## config.mk

```make
export PLATFORM = sky130hd
export DESIGN_NAME = pwmsf_top
export DESIGN_NICKNAME = d
export VERILOG_FILES = /design/src/hw/pwmsf_pkg.sv /design/src/hw/pwmsf_top.sv
export SDC_FILE = /design/constraint.sdc
export NUM_CORES = 1
export LEC_CHECK = 0
export ABC_AREA = 0
export ABC_CLOCK_PERIOD_IN_PS = 2800
export BUFFER_PORTS_ARGS = -buffer_cell sky130_fd_sc_hd__buf_2
export CORE_MARGIN = 2
export CORE_UTILIZATION = 53
export CTS_CLUSTER_DIAMETER = 100
export DETAILED_ROUTE_END_ITERATION = 10
export GPL_ROUTABILITY_DRIVEN = 0
export GPL_TIMING_DRIVEN = 0
export PLACE_DENSITY = 0.93
export SLEW_MARGIN = 20
export SYNTH_ARGS = -nofsm -noshare
export SYNTH_HDL_FRONTEND = slang
export SYNTH_SLANG_ARGS = --single-unit
```

## constraint.sdc

```tcl
create_clock -name clk -period 2.8 [get_ports clk]
set_input_delay 0.14 -clock clk [delete_from_list [all_inputs] [get_ports clk]]
set_output_delay 0.14 -clock clk [all_outputs]
set_load 0.05 [all_outputs]
```

## src/hw/pwmsf_pkg.sv

```systemverilog
// Constants and types shared by the PWM software-force qualifier.
`default_nettype none
package pwmsf_pkg;
  // Register word indices on the plain register port.
  localparam int unsigned        ADDR_W          = 4;
  localparam logic [ADDR_W-1:0]  OFS_ONE_SHOT    = 4'h0;
  localparam logic [ADDR_W-1:0]  OFS_HOLD        = 4'h1;
  localparam logic [ADDR_W-1:0]  OFS_STATUS      = 4'h2;
  localparam int unsigned        DATA_W          = 16;

  // Field positions of one_shot_force_control, per output (index 0 = A, 1 = B).
  localparam int unsigned        OS_ACT_LSB [2]  = '{0, 3};
  localparam int unsigned        OS_TRIG_BIT [2] = '{2, 5};
  localparam int unsigned        OS_RELOAD_LSB   = 6;

  // Field positions of continuous_force_control, per output.
  localparam int unsigned        HOLD_LSB [2]    = '{0, 2};

  // Field positions of the status word.
  localparam int unsigned        ST_PEND_LSB     = 0;
  localparam int unsigned        ST_LEVEL_LSB    = 2;
  localparam int unsigned        ST_SHADOW_LSB   = 4;

  // Values after reset.
  localparam logic [1:0]         RST_ACTION      = 2'h0;
  localparam logic [1:0]         RST_RELOAD      = 2'h0;
  localparam logic [1:0]         RST_HOLD        = 2'h0;
  localparam logic               RST_LEVEL       = 1'h0;

  // Action encodings shared by one-shot and qualifier events.
  typedef enum logic [1:0] {
    PWMSF_ACT_NONE   = 2'h0,
    PWMSF_ACT_CLEAR  = 2'h1,
    PWMSF_ACT_SET    = 2'h2,
    PWMSF_ACT_TOGGLE = 2'h3
  } pwmsf_action_t;

  // Continuous-force encodings.
  typedef enum logic [1:0] {
    PWMSF_HOLD_OFF   = 2'h0,
    PWMSF_HOLD_LOW   = 2'h1,
    PWMSF_HOLD_HIGH  = 2'h2,
    PWMSF_HOLD_OFF2  = 2'h3
  } pwmsf_hold_t;

  // Shadow reload selections.
  typedef enum logic [1:0] {
    PWMSF_RLD_ZERO   = 2'h0,
    PWMSF_RLD_PERIOD = 2'h1,
    PWMSF_RLD_EITHER = 2'h2,
    PWMSF_RLD_DIRECT = 2'h3
  } pwmsf_reload_t;
endpackage
`default_nettype wire

```

## src/hw/pwmsf_top.sv

```systemverilog
// PWM software-force qualifier: one-shot and continuous software forcing of outputs A and B.
//
// Function
// - One-shot force on B applies none, clear, set or toggle per its selector.
// - One-shot force on A applies none, clear, set or toggle per bits 1:0.
// - One-shot actions ignore the counter direction entirely.
// - Writing 1 to trigger bit 2 launches exactly one forced event on A.
// - Writing 0 to the A trigger does nothing; the bit always reads 0.
// - The A trigger clears itself once its write completes and the event launches.
// - Continuous force B in bits 3-2: 01 low, 10 high, else unforced.
// - Continuous force A in bits 1-0: 01 low, 10 high, else unforced.
// - Immediate mode: a written hold value acts at the next time-base edge.
// - Shadow mode: a written value acts at the edge after its shadow transfer.
// - The reload-option field selects shadow or immediate mode for the hold register.
// - Reload 00 at zero, 01 at period, 10 at either, 11 direct writes.
// - Writing 1 to trigger bit 5 launches one event on B; reads 0, self-clears.
// - A one-shot level is replaced by any later qualifier event on that output.
`default_nettype none
module pwmsf_top #(
  parameter int unsigned NUM_OUT = 2
) (
  // Clock and reset.
  input  wire logic                               clk,
  input  wire logic                               arst_n,
  // Register port.
  input  wire logic [pwmsf_pkg::ADDR_W-1:0]       reg_addr,
  input  wire logic [pwmsf_pkg::DATA_W-1:0]       reg_wdata,
  input  wire logic                               reg_wr,
  input  wire logic                               reg_rd,
  output logic      [pwmsf_pkg::DATA_W-1:0]       reg_rdata,
  // Time base.
  input  wire logic                               time_base_clock,
  input  wire logic                               cnt_zero,
  input  wire logic                               cnt_period,
  // Qualified actions from the compare and counter qualifiers, 2 bits per output.
  input  wire logic [2*NUM_OUT-1:0]               qual_action,
  // PWM outputs.
  output logic                                    pwm_out_a,
  output logic                                    pwm_out_b
);

  localparam int unsigned CH = 2;

  // Software-visible control state.
  logic [1:0]              oneshot_action_ff [CH];
  logic [1:0]              hold_force_reload_sel_ff;
  logic [1:0]              hold_shadow_ff    [CH];
  logic [1:0]              hold_active_ff    [CH];
  logic [CH-1:0]           oneshot_pend_ff;
  logic [CH-1:0]           level_ff;
  logic [CH-1:0]           out_ff;
  logic [pwmsf_pkg::DATA_W-1:0] rdata_ff;

  logic                    wr_one_shot;
  logic                    wr_hold;
  logic                    direct_mode;
  logic                    shadow_load;

  assign wr_one_shot = reg_wr && (reg_addr == pwmsf_pkg::OFS_ONE_SHOT);
  assign wr_hold     = reg_wr && (reg_addr == pwmsf_pkg::OFS_HOLD);
  assign direct_mode = (hold_force_reload_sel_ff == pwmsf_pkg::PWMSF_RLD_DIRECT);

  // Shadow transfer strobe; only counter events seen on a time-base tick count.
  always_comb begin
    unique case (pwmsf_pkg::pwmsf_reload_t'(hold_force_reload_sel_ff))
      pwmsf_pkg::PWMSF_RLD_ZERO:   shadow_load = time_base_clock && cnt_zero;
      pwmsf_pkg::PWMSF_RLD_PERIOD: shadow_load = time_base_clock && cnt_period;
      pwmsf_pkg::PWMSF_RLD_EITHER: shadow_load = time_base_clock
                                                 && (cnt_zero || cnt_period);
      pwmsf_pkg::PWMSF_RLD_DIRECT: shadow_load = 1'b0;
    endcase
  end

  // Reload selection is shared by both outputs.
  always_ff @(posedge clk or negedge arst_n) begin
    if (!arst_n) begin
      hold_force_reload_sel_ff <= pwmsf_pkg::RST_RELOAD;
    end else if (wr_one_shot) begin
      hold_force_reload_sel_ff <= reg_wdata[pwmsf_pkg::OS_RELOAD_LSB +: 2];
    end
  end

  for (genvar i = 0; i < CH; i++) begin : g_out
    logic [1:0] q_act;
    logic [1:0] eff_act;
    logic       nxt_level;
    logic       nxt_out;
    logic       trig_wr;

    assign q_act   = qual_action[2*i +: 2];
    // Only a written 1 launches; a written 0 is ignored.
    assign trig_wr = wr_one_shot && reg_wdata[pwmsf_pkg::OS_TRIG_BIT[i]];

    // One-shot action selector.
    always_ff @(posedge clk or negedge arst_n) begin
      if (!arst_n) begin
        oneshot_action_ff[i] <= pwmsf_pkg::RST_ACTION;
      end else if (wr_one_shot) begin
        oneshot_action_ff[i] <= reg_wdata[pwmsf_pkg::OS_ACT_LSB[i] +: 2];
      end
    end

    // Pending one-shot: the trigger bit itself is never stored, so it self-clears
    // as soon as the write completes. A new launch in the consuming tick wins.
    always_ff @(posedge clk or negedge arst_n) begin
      if (!arst_n) begin
        oneshot_pend_ff[i] <= 1'b0;
      end else if (trig_wr) begin
        oneshot_pend_ff[i] <= 1'b1;
      end else if (time_base_clock) begin
        oneshot_pend_ff[i] <= 1'b0;
      end
    end

    // Pending one-shot takes the tick; otherwise the qualifier event applies, so a
    // later qualifier event overwrites a forced level. Direction plays no part.
    always_comb begin
      eff_act = oneshot_pend_ff[i] ? oneshot_action_ff[i] : q_act;
      unique case (pwmsf_pkg::pwmsf_action_t'(eff_act))
        pwmsf_pkg::PWMSF_ACT_NONE:   nxt_level = level_ff[i];
        pwmsf_pkg::PWMSF_ACT_CLEAR:  nxt_level = 1'b0;
        pwmsf_pkg::PWMSF_ACT_SET:    nxt_level = 1'b1;
        pwmsf_pkg::PWMSF_ACT_TOGGLE: nxt_level = ~level_ff[i];
      endcase
    end

    always_ff @(posedge clk or negedge arst_n) begin
      if (!arst_n) begin
        level_ff[i] <= pwmsf_pkg::RST_LEVEL;
      end else if (time_base_clock) begin
        level_ff[i] <= nxt_level;
      end
    end

    // Shadow copy of the continuous force.
    always_ff @(posedge clk or negedge arst_n) begin
      if (!arst_n) begin
        hold_shadow_ff[i] <= pwmsf_pkg::RST_HOLD;
      end else if (wr_hold && !direct_mode) begin
        hold_shadow_ff[i] <= reg_wdata[pwmsf_pkg::HOLD_LSB[i] +: 2];
      end
    end

    // Active continuous force: written directly in immediate mode, else loaded
    // from the shadow. A direct write wins over a coincident shadow load.
    always_ff @(posedge clk or negedge arst_n) begin
      if (!arst_n) begin
        hold_active_ff[i] <= pwmsf_pkg::RST_HOLD;
      end else if (wr_hold && direct_mode) begin
        hold_active_ff[i] <= reg_wdata[pwmsf_pkg::HOLD_LSB[i] +: 2];
      end else if (shadow_load) begin
        hold_active_ff[i] <= hold_shadow_ff[i];
      end
    end

    // Continuous force overrides the action level; codes 00 and 11 leave it alone.
    always_comb begin
      unique case (pwmsf_pkg::pwmsf_hold_t'(hold_active_ff[i]))
        pwmsf_pkg::PWMSF_HOLD_LOW:  nxt_out = 1'b0;
        pwmsf_pkg::PWMSF_HOLD_HIGH: nxt_out = 1'b1;
        pwmsf_pkg::PWMSF_HOLD_OFF,
        pwmsf_pkg::PWMSF_HOLD_OFF2: nxt_out = nxt_level;
      endcase
    end

    // The output register moves only on time-base ticks, so any force change is
    // seen at the first tick after it reaches the active register.
    always_ff @(posedge clk or negedge arst_n) begin
      if (!arst_n) begin
        out_ff[i] <= pwmsf_pkg::RST_LEVEL;
      end else if (time_base_clock) begin
        out_ff[i] <= nxt_out;
      end
    end
  end

  assign pwm_out_a = out_ff[0];
  assign pwm_out_b = out_ff[1];

  // Read data: trigger bits always read 0 since they are never stored.
  always_ff @(posedge clk or negedge arst_n) begin
    if (!arst_n) begin
      rdata_ff <= '0;
    end else if (reg_rd) begin
      rdata_ff <= '0;
      unique case (reg_addr)
        pwmsf_pkg::OFS_ONE_SHOT: begin
          rdata_ff[pwmsf_pkg::OS_ACT_LSB[0] +: 2]  <= oneshot_action_ff[0];
          rdata_ff[pwmsf_pkg::OS_ACT_LSB[1] +: 2]  <= oneshot_action_ff[1];
          rdata_ff[pwmsf_pkg::OS_RELOAD_LSB +: 2]  <= hold_force_reload_sel_ff;
        end
        pwmsf_pkg::OFS_HOLD: begin
          rdata_ff[pwmsf_pkg::HOLD_LSB[0] +: 2]    <= hold_active_ff[0];
          rdata_ff[pwmsf_pkg::HOLD_LSB[1] +: 2]    <= hold_active_ff[1];
        end
        pwmsf_pkg::OFS_STATUS: begin
          rdata_ff[pwmsf_pkg::ST_PEND_LSB +: 2]    <= oneshot_pend_ff;
          rdata_ff[pwmsf_pkg::ST_LEVEL_LSB +: 2]   <= out_ff;
          rdata_ff[pwmsf_pkg::ST_SHADOW_LSB +: 2]  <= hold_shadow_ff[0];
          rdata_ff[pwmsf_pkg::ST_SHADOW_LSB+2 +: 2] <= hold_shadow_ff[1];
        end
        default: begin
          rdata_ff <= '0;
        end
      endcase
    end else begin
      rdata_ff <= '0;
    end
  end

  assign reg_rdata = rdata_ff;

endmodule
`default_nettype wire

```

==> reports/metrics.yaml <==
global_route:
  grt_pass1_vias: 1112
  antenna_found_initial: 0
  grt_pass1_wl_mm: 4.99
  grt_overflow: 0
  grt.total_usage_pct: 20.5
  grt_max_degree: 29
logic_synthesis:
  ys.flop_type: "dfrtp_1"
  ys_ff_latch: 28
  syn_area_mm2: 0.00146
  yosysUniqueCellTypes: 25
  synth_edf_count: 0
  async_flop_share_pct: 100
  syn-instance-count: 128
  syn_area_per_cell_um2: 11.4
  synth_largest_area_cell: "dfrtp_1"
  post-synth-top-count-cell: "dfrtp_1"
  synth_top_cell_area_share_pct: 47.9
  synthTopCellsByArea: "dfrtp_1 (48%), mux2_2 (9.2%), mux2i_1 (6.8%)"
  synth_seq_area_share_pct: 47.9
  netlist_top_cells_count: "dfrtp_1 (28), nor2_1 (16), inv_1 (12), mux2_2 (12)"
  yosys_warnings: 0
route:
  drtAntennaViolNets: 0
  routed_wl_mm: 2.83
  drt_iter0_drc: 19
  route.detailed.drc: 0
  wl_met3_um: 154
  wl_met1_mm: 1.10
  routedWlPerCell_um: 14.1
  dr.pass1.iters: 4
  num_vias: 1050
  top_layer_used: "met4"
  vias_per_cell: 5.22
  wl_met2_mm: 1.49
clock_tree:
  clockRootBuffer: "clkbuf_4"
  clock_latency_ns: 0.34
  holdBufCountCts: 1
  clockBufferDepth: 2
  cts_resized: 0
  cts_buffers: 3
  cts_post_setup_buffers_inserted: 0
  clock-sinks: 28
  tritoncts: "yes"
  htree_levels: 1
  path_clk_slew_ns: 0.14
power_and_ir_drop:
  switching_share_pct: 36.5
  p_int_mw: 0.739
  clkPwrFrac_pct: 17.1
  power_density_mw_per_mm2: 674
  p_seq_share_pct: 48.6
  ir_worst_vdd_mv: 0.463
  p_sw_mw: 0.425
  pwr-share-comb_pct: 34.4
  leakage_nw: 0.940
sta:
  hold_viol: 0
  finalSetupTns_ns: 0
  fmax_mhz: 573
  post-route-period-util_pct: 62.3
  worstMarginPinSlew_ns: 0.596
  relSlewSlack_pct: 60.3
  skew_ns: 0.00330
  slew_violations: 0
  period_needed_ns: 1.74
  setup_viol: 0
  grt_setup_unrepaired: "false"
  whs_ns: 0.0198
  worst_slack_ns: 1.06
placed_design:
  port_buffers: 30
  place_area_mm2: 0.00168
  hpwl_mm: 2.26
  preCtsSetupSlack_ns: 1.07
  dp.cells: 196
worst_setup_path:
  critPathLaunchType: "register"
  cp_num_buf_inv: 1
  critical_path_required_ns: 3.02
  crit_path_end: "hold_active_ff[1]$_DFFE_PN0P_"
  crit_fanout: 5
  cp_num_cells: 6
  cp-end-kind: "register"
  worstPathCellList: "inv_1 -> ha_1 -> a211o_1 -> o2111ai_2 -> mux2i_1 -> a21oi_1"
  crit_start: "hold_force_reload_sel_ff[0]$_DFFE_PN0P_"
  r2r_end: "hold_active_ff[1]$_DFFE_PN0P_"
  timing.rr.start: "hold_force_reload_sel_ff[0]$_DFFE_PN0P_"
  critical_path_arrival_ns: 1.97
  critPathKind: "register to register"
  ff2ff_path_depth: 6
  slowest_delay_ns: 0.44
  critical-path-top-delay-family: "compound AO/OA/AOI/OAI gates"
  rrSetupSlack_ns: 1.06
  crit_slowest_cell: "dfrtp_1"
final_layout:
  final_area_mm2: 0.00173
  nNetsFinal: 209
  finalNonFillerCells: 201
  drive_gt1_share_pct: 37.6
  antenna_cells: 0
  area_delta_synth_final_pct: 17.9
floorplanning:
  initial_core_util_pct: 54.5
  ios: 49
  num_rows: 19
  die_area_mm2: 0.00320
  dieWidth_um: 56.6
  die_h_um: 56.6
  coreArea_mm2: 0.00269
flow_run:
  cap_violations: 0
min_path:
  hold_path.class: "input port to register"
status:
  status: "completed"
## kinds of logic after synthesis
kind of cell	after synthesis	share of synthesized area, %
and+or+nand+nor	30	11.2
DFF	28	47.9
muxes	24	19.1
buffers and inverters	22	8.29
AOI/OAI and AO/OA	16	7.26
adders and majority gates	7	5.98
other	1	0.256
## worst register-to-register path, stage by stage, from the launching register on
cell and delay, ns:
dfrtp_1 0.44, inv_1 0.07, ha_1 0.32, a211o_1 0.29, o2111ai_2 0.17, mux2i_1 0.26
a21oi_1 0.09
## layout by cell type (no fill, tap or decap), drive strengths merged
| master | Yosys | layout |
|---|---|---|
| a211o | 1 | 1 |
| a21oi | 10 | 10 |
| a22o | 2 | 2 |
| buf | 10 | 40 |
| clkbuf | 0 | 4 |
| conb | 1 | 8 |
| dfrtp | 28 | 28 |
| dlygate4sd3 | 0 | 1 |
| ha | 7 | 7 |
| inv | 12 | 12 |
| mux2 | 12 | 12 |
| mux2i | 10 | 10 |
| mux4 | 2 | 2 |
| nand2 | 6 | 6 |
| nand3b | 1 | 1 |
| nand4 | 2 | 2 |
| nor2 | 18 | 18 |
| nor2b | 3 | 3 |
| o2111ai | 1 | 1 |
| o31ai | 2 | 2 |
## worst min-delay path by stage
stage,startpoint,end,depth (start not counted)
floorplan,arst_n,hold_active_ff[0]$_DFFE_PN0P_,0
global placement,arst_n,reg_rdata[2]$_DFF_PN0_,1
detailed placement,arst_n,reg_rdata[2]$_DFF_PN0_,1
CTS,reg_wdata[5],oneshot_pend_ff[1]$_DFFE_PN0P_,2
global route,reg_wdata[5],oneshot_pend_ff[1]$_DFFE_PN0P_,2
finish,reg_wdata[5],oneshot_pend_ff[1]$_DFFE_PN0P_,2
## sequential cells by signal (all words and copies together) (netlist names)
name and cells:
hold_active_ff 4, hold_force_reload_sel_ff 2, pwm_out_a 1, oneshot_action_ff 4, level_ff 2, hold_shadow_ff 4, reg_rdata 8, oneshot_pend_ff 2
pwm_out_b 1
## per-stage QoR
step / power (mW) / util (%)
floorplan: 0.859 / -
global placement: 0.940 / 62.5
detailed placement: 0.974 / 62.5
CTS: 1.17 / 64.2
global route: 1.24 / 64.2
finish: 1.16 / 64.2
## area by class of cell
cell class              count  area, µm²
repair buffers             31        160
flip-flops and latches     28        701
fillers                   218        961
well taps                  31       38.8
multi-input cells          85        668
clock buffers               4       36.3
plain buffers              10       76.3
inverters                  12       45.0
## power groups by stage
stage,clock network [mW],logic [mW],registers (mW)
floorplan,0,0.251,0.609
global placement,0,0.371,0.569
detailed placement,0,0.400,0.574
CTS,0.201,0.401,0.565
global route,0.216,0.443,0.579
finish,0.198,0.400,0.565
## metal layers
layer	GRT usage [%]	up-vias
met2	35.2	30
met4	9.18	0
met5	0	-
met1	24.2	511
li1	-	500
met3	4.61	9
(Power assumes the default switching activity.)
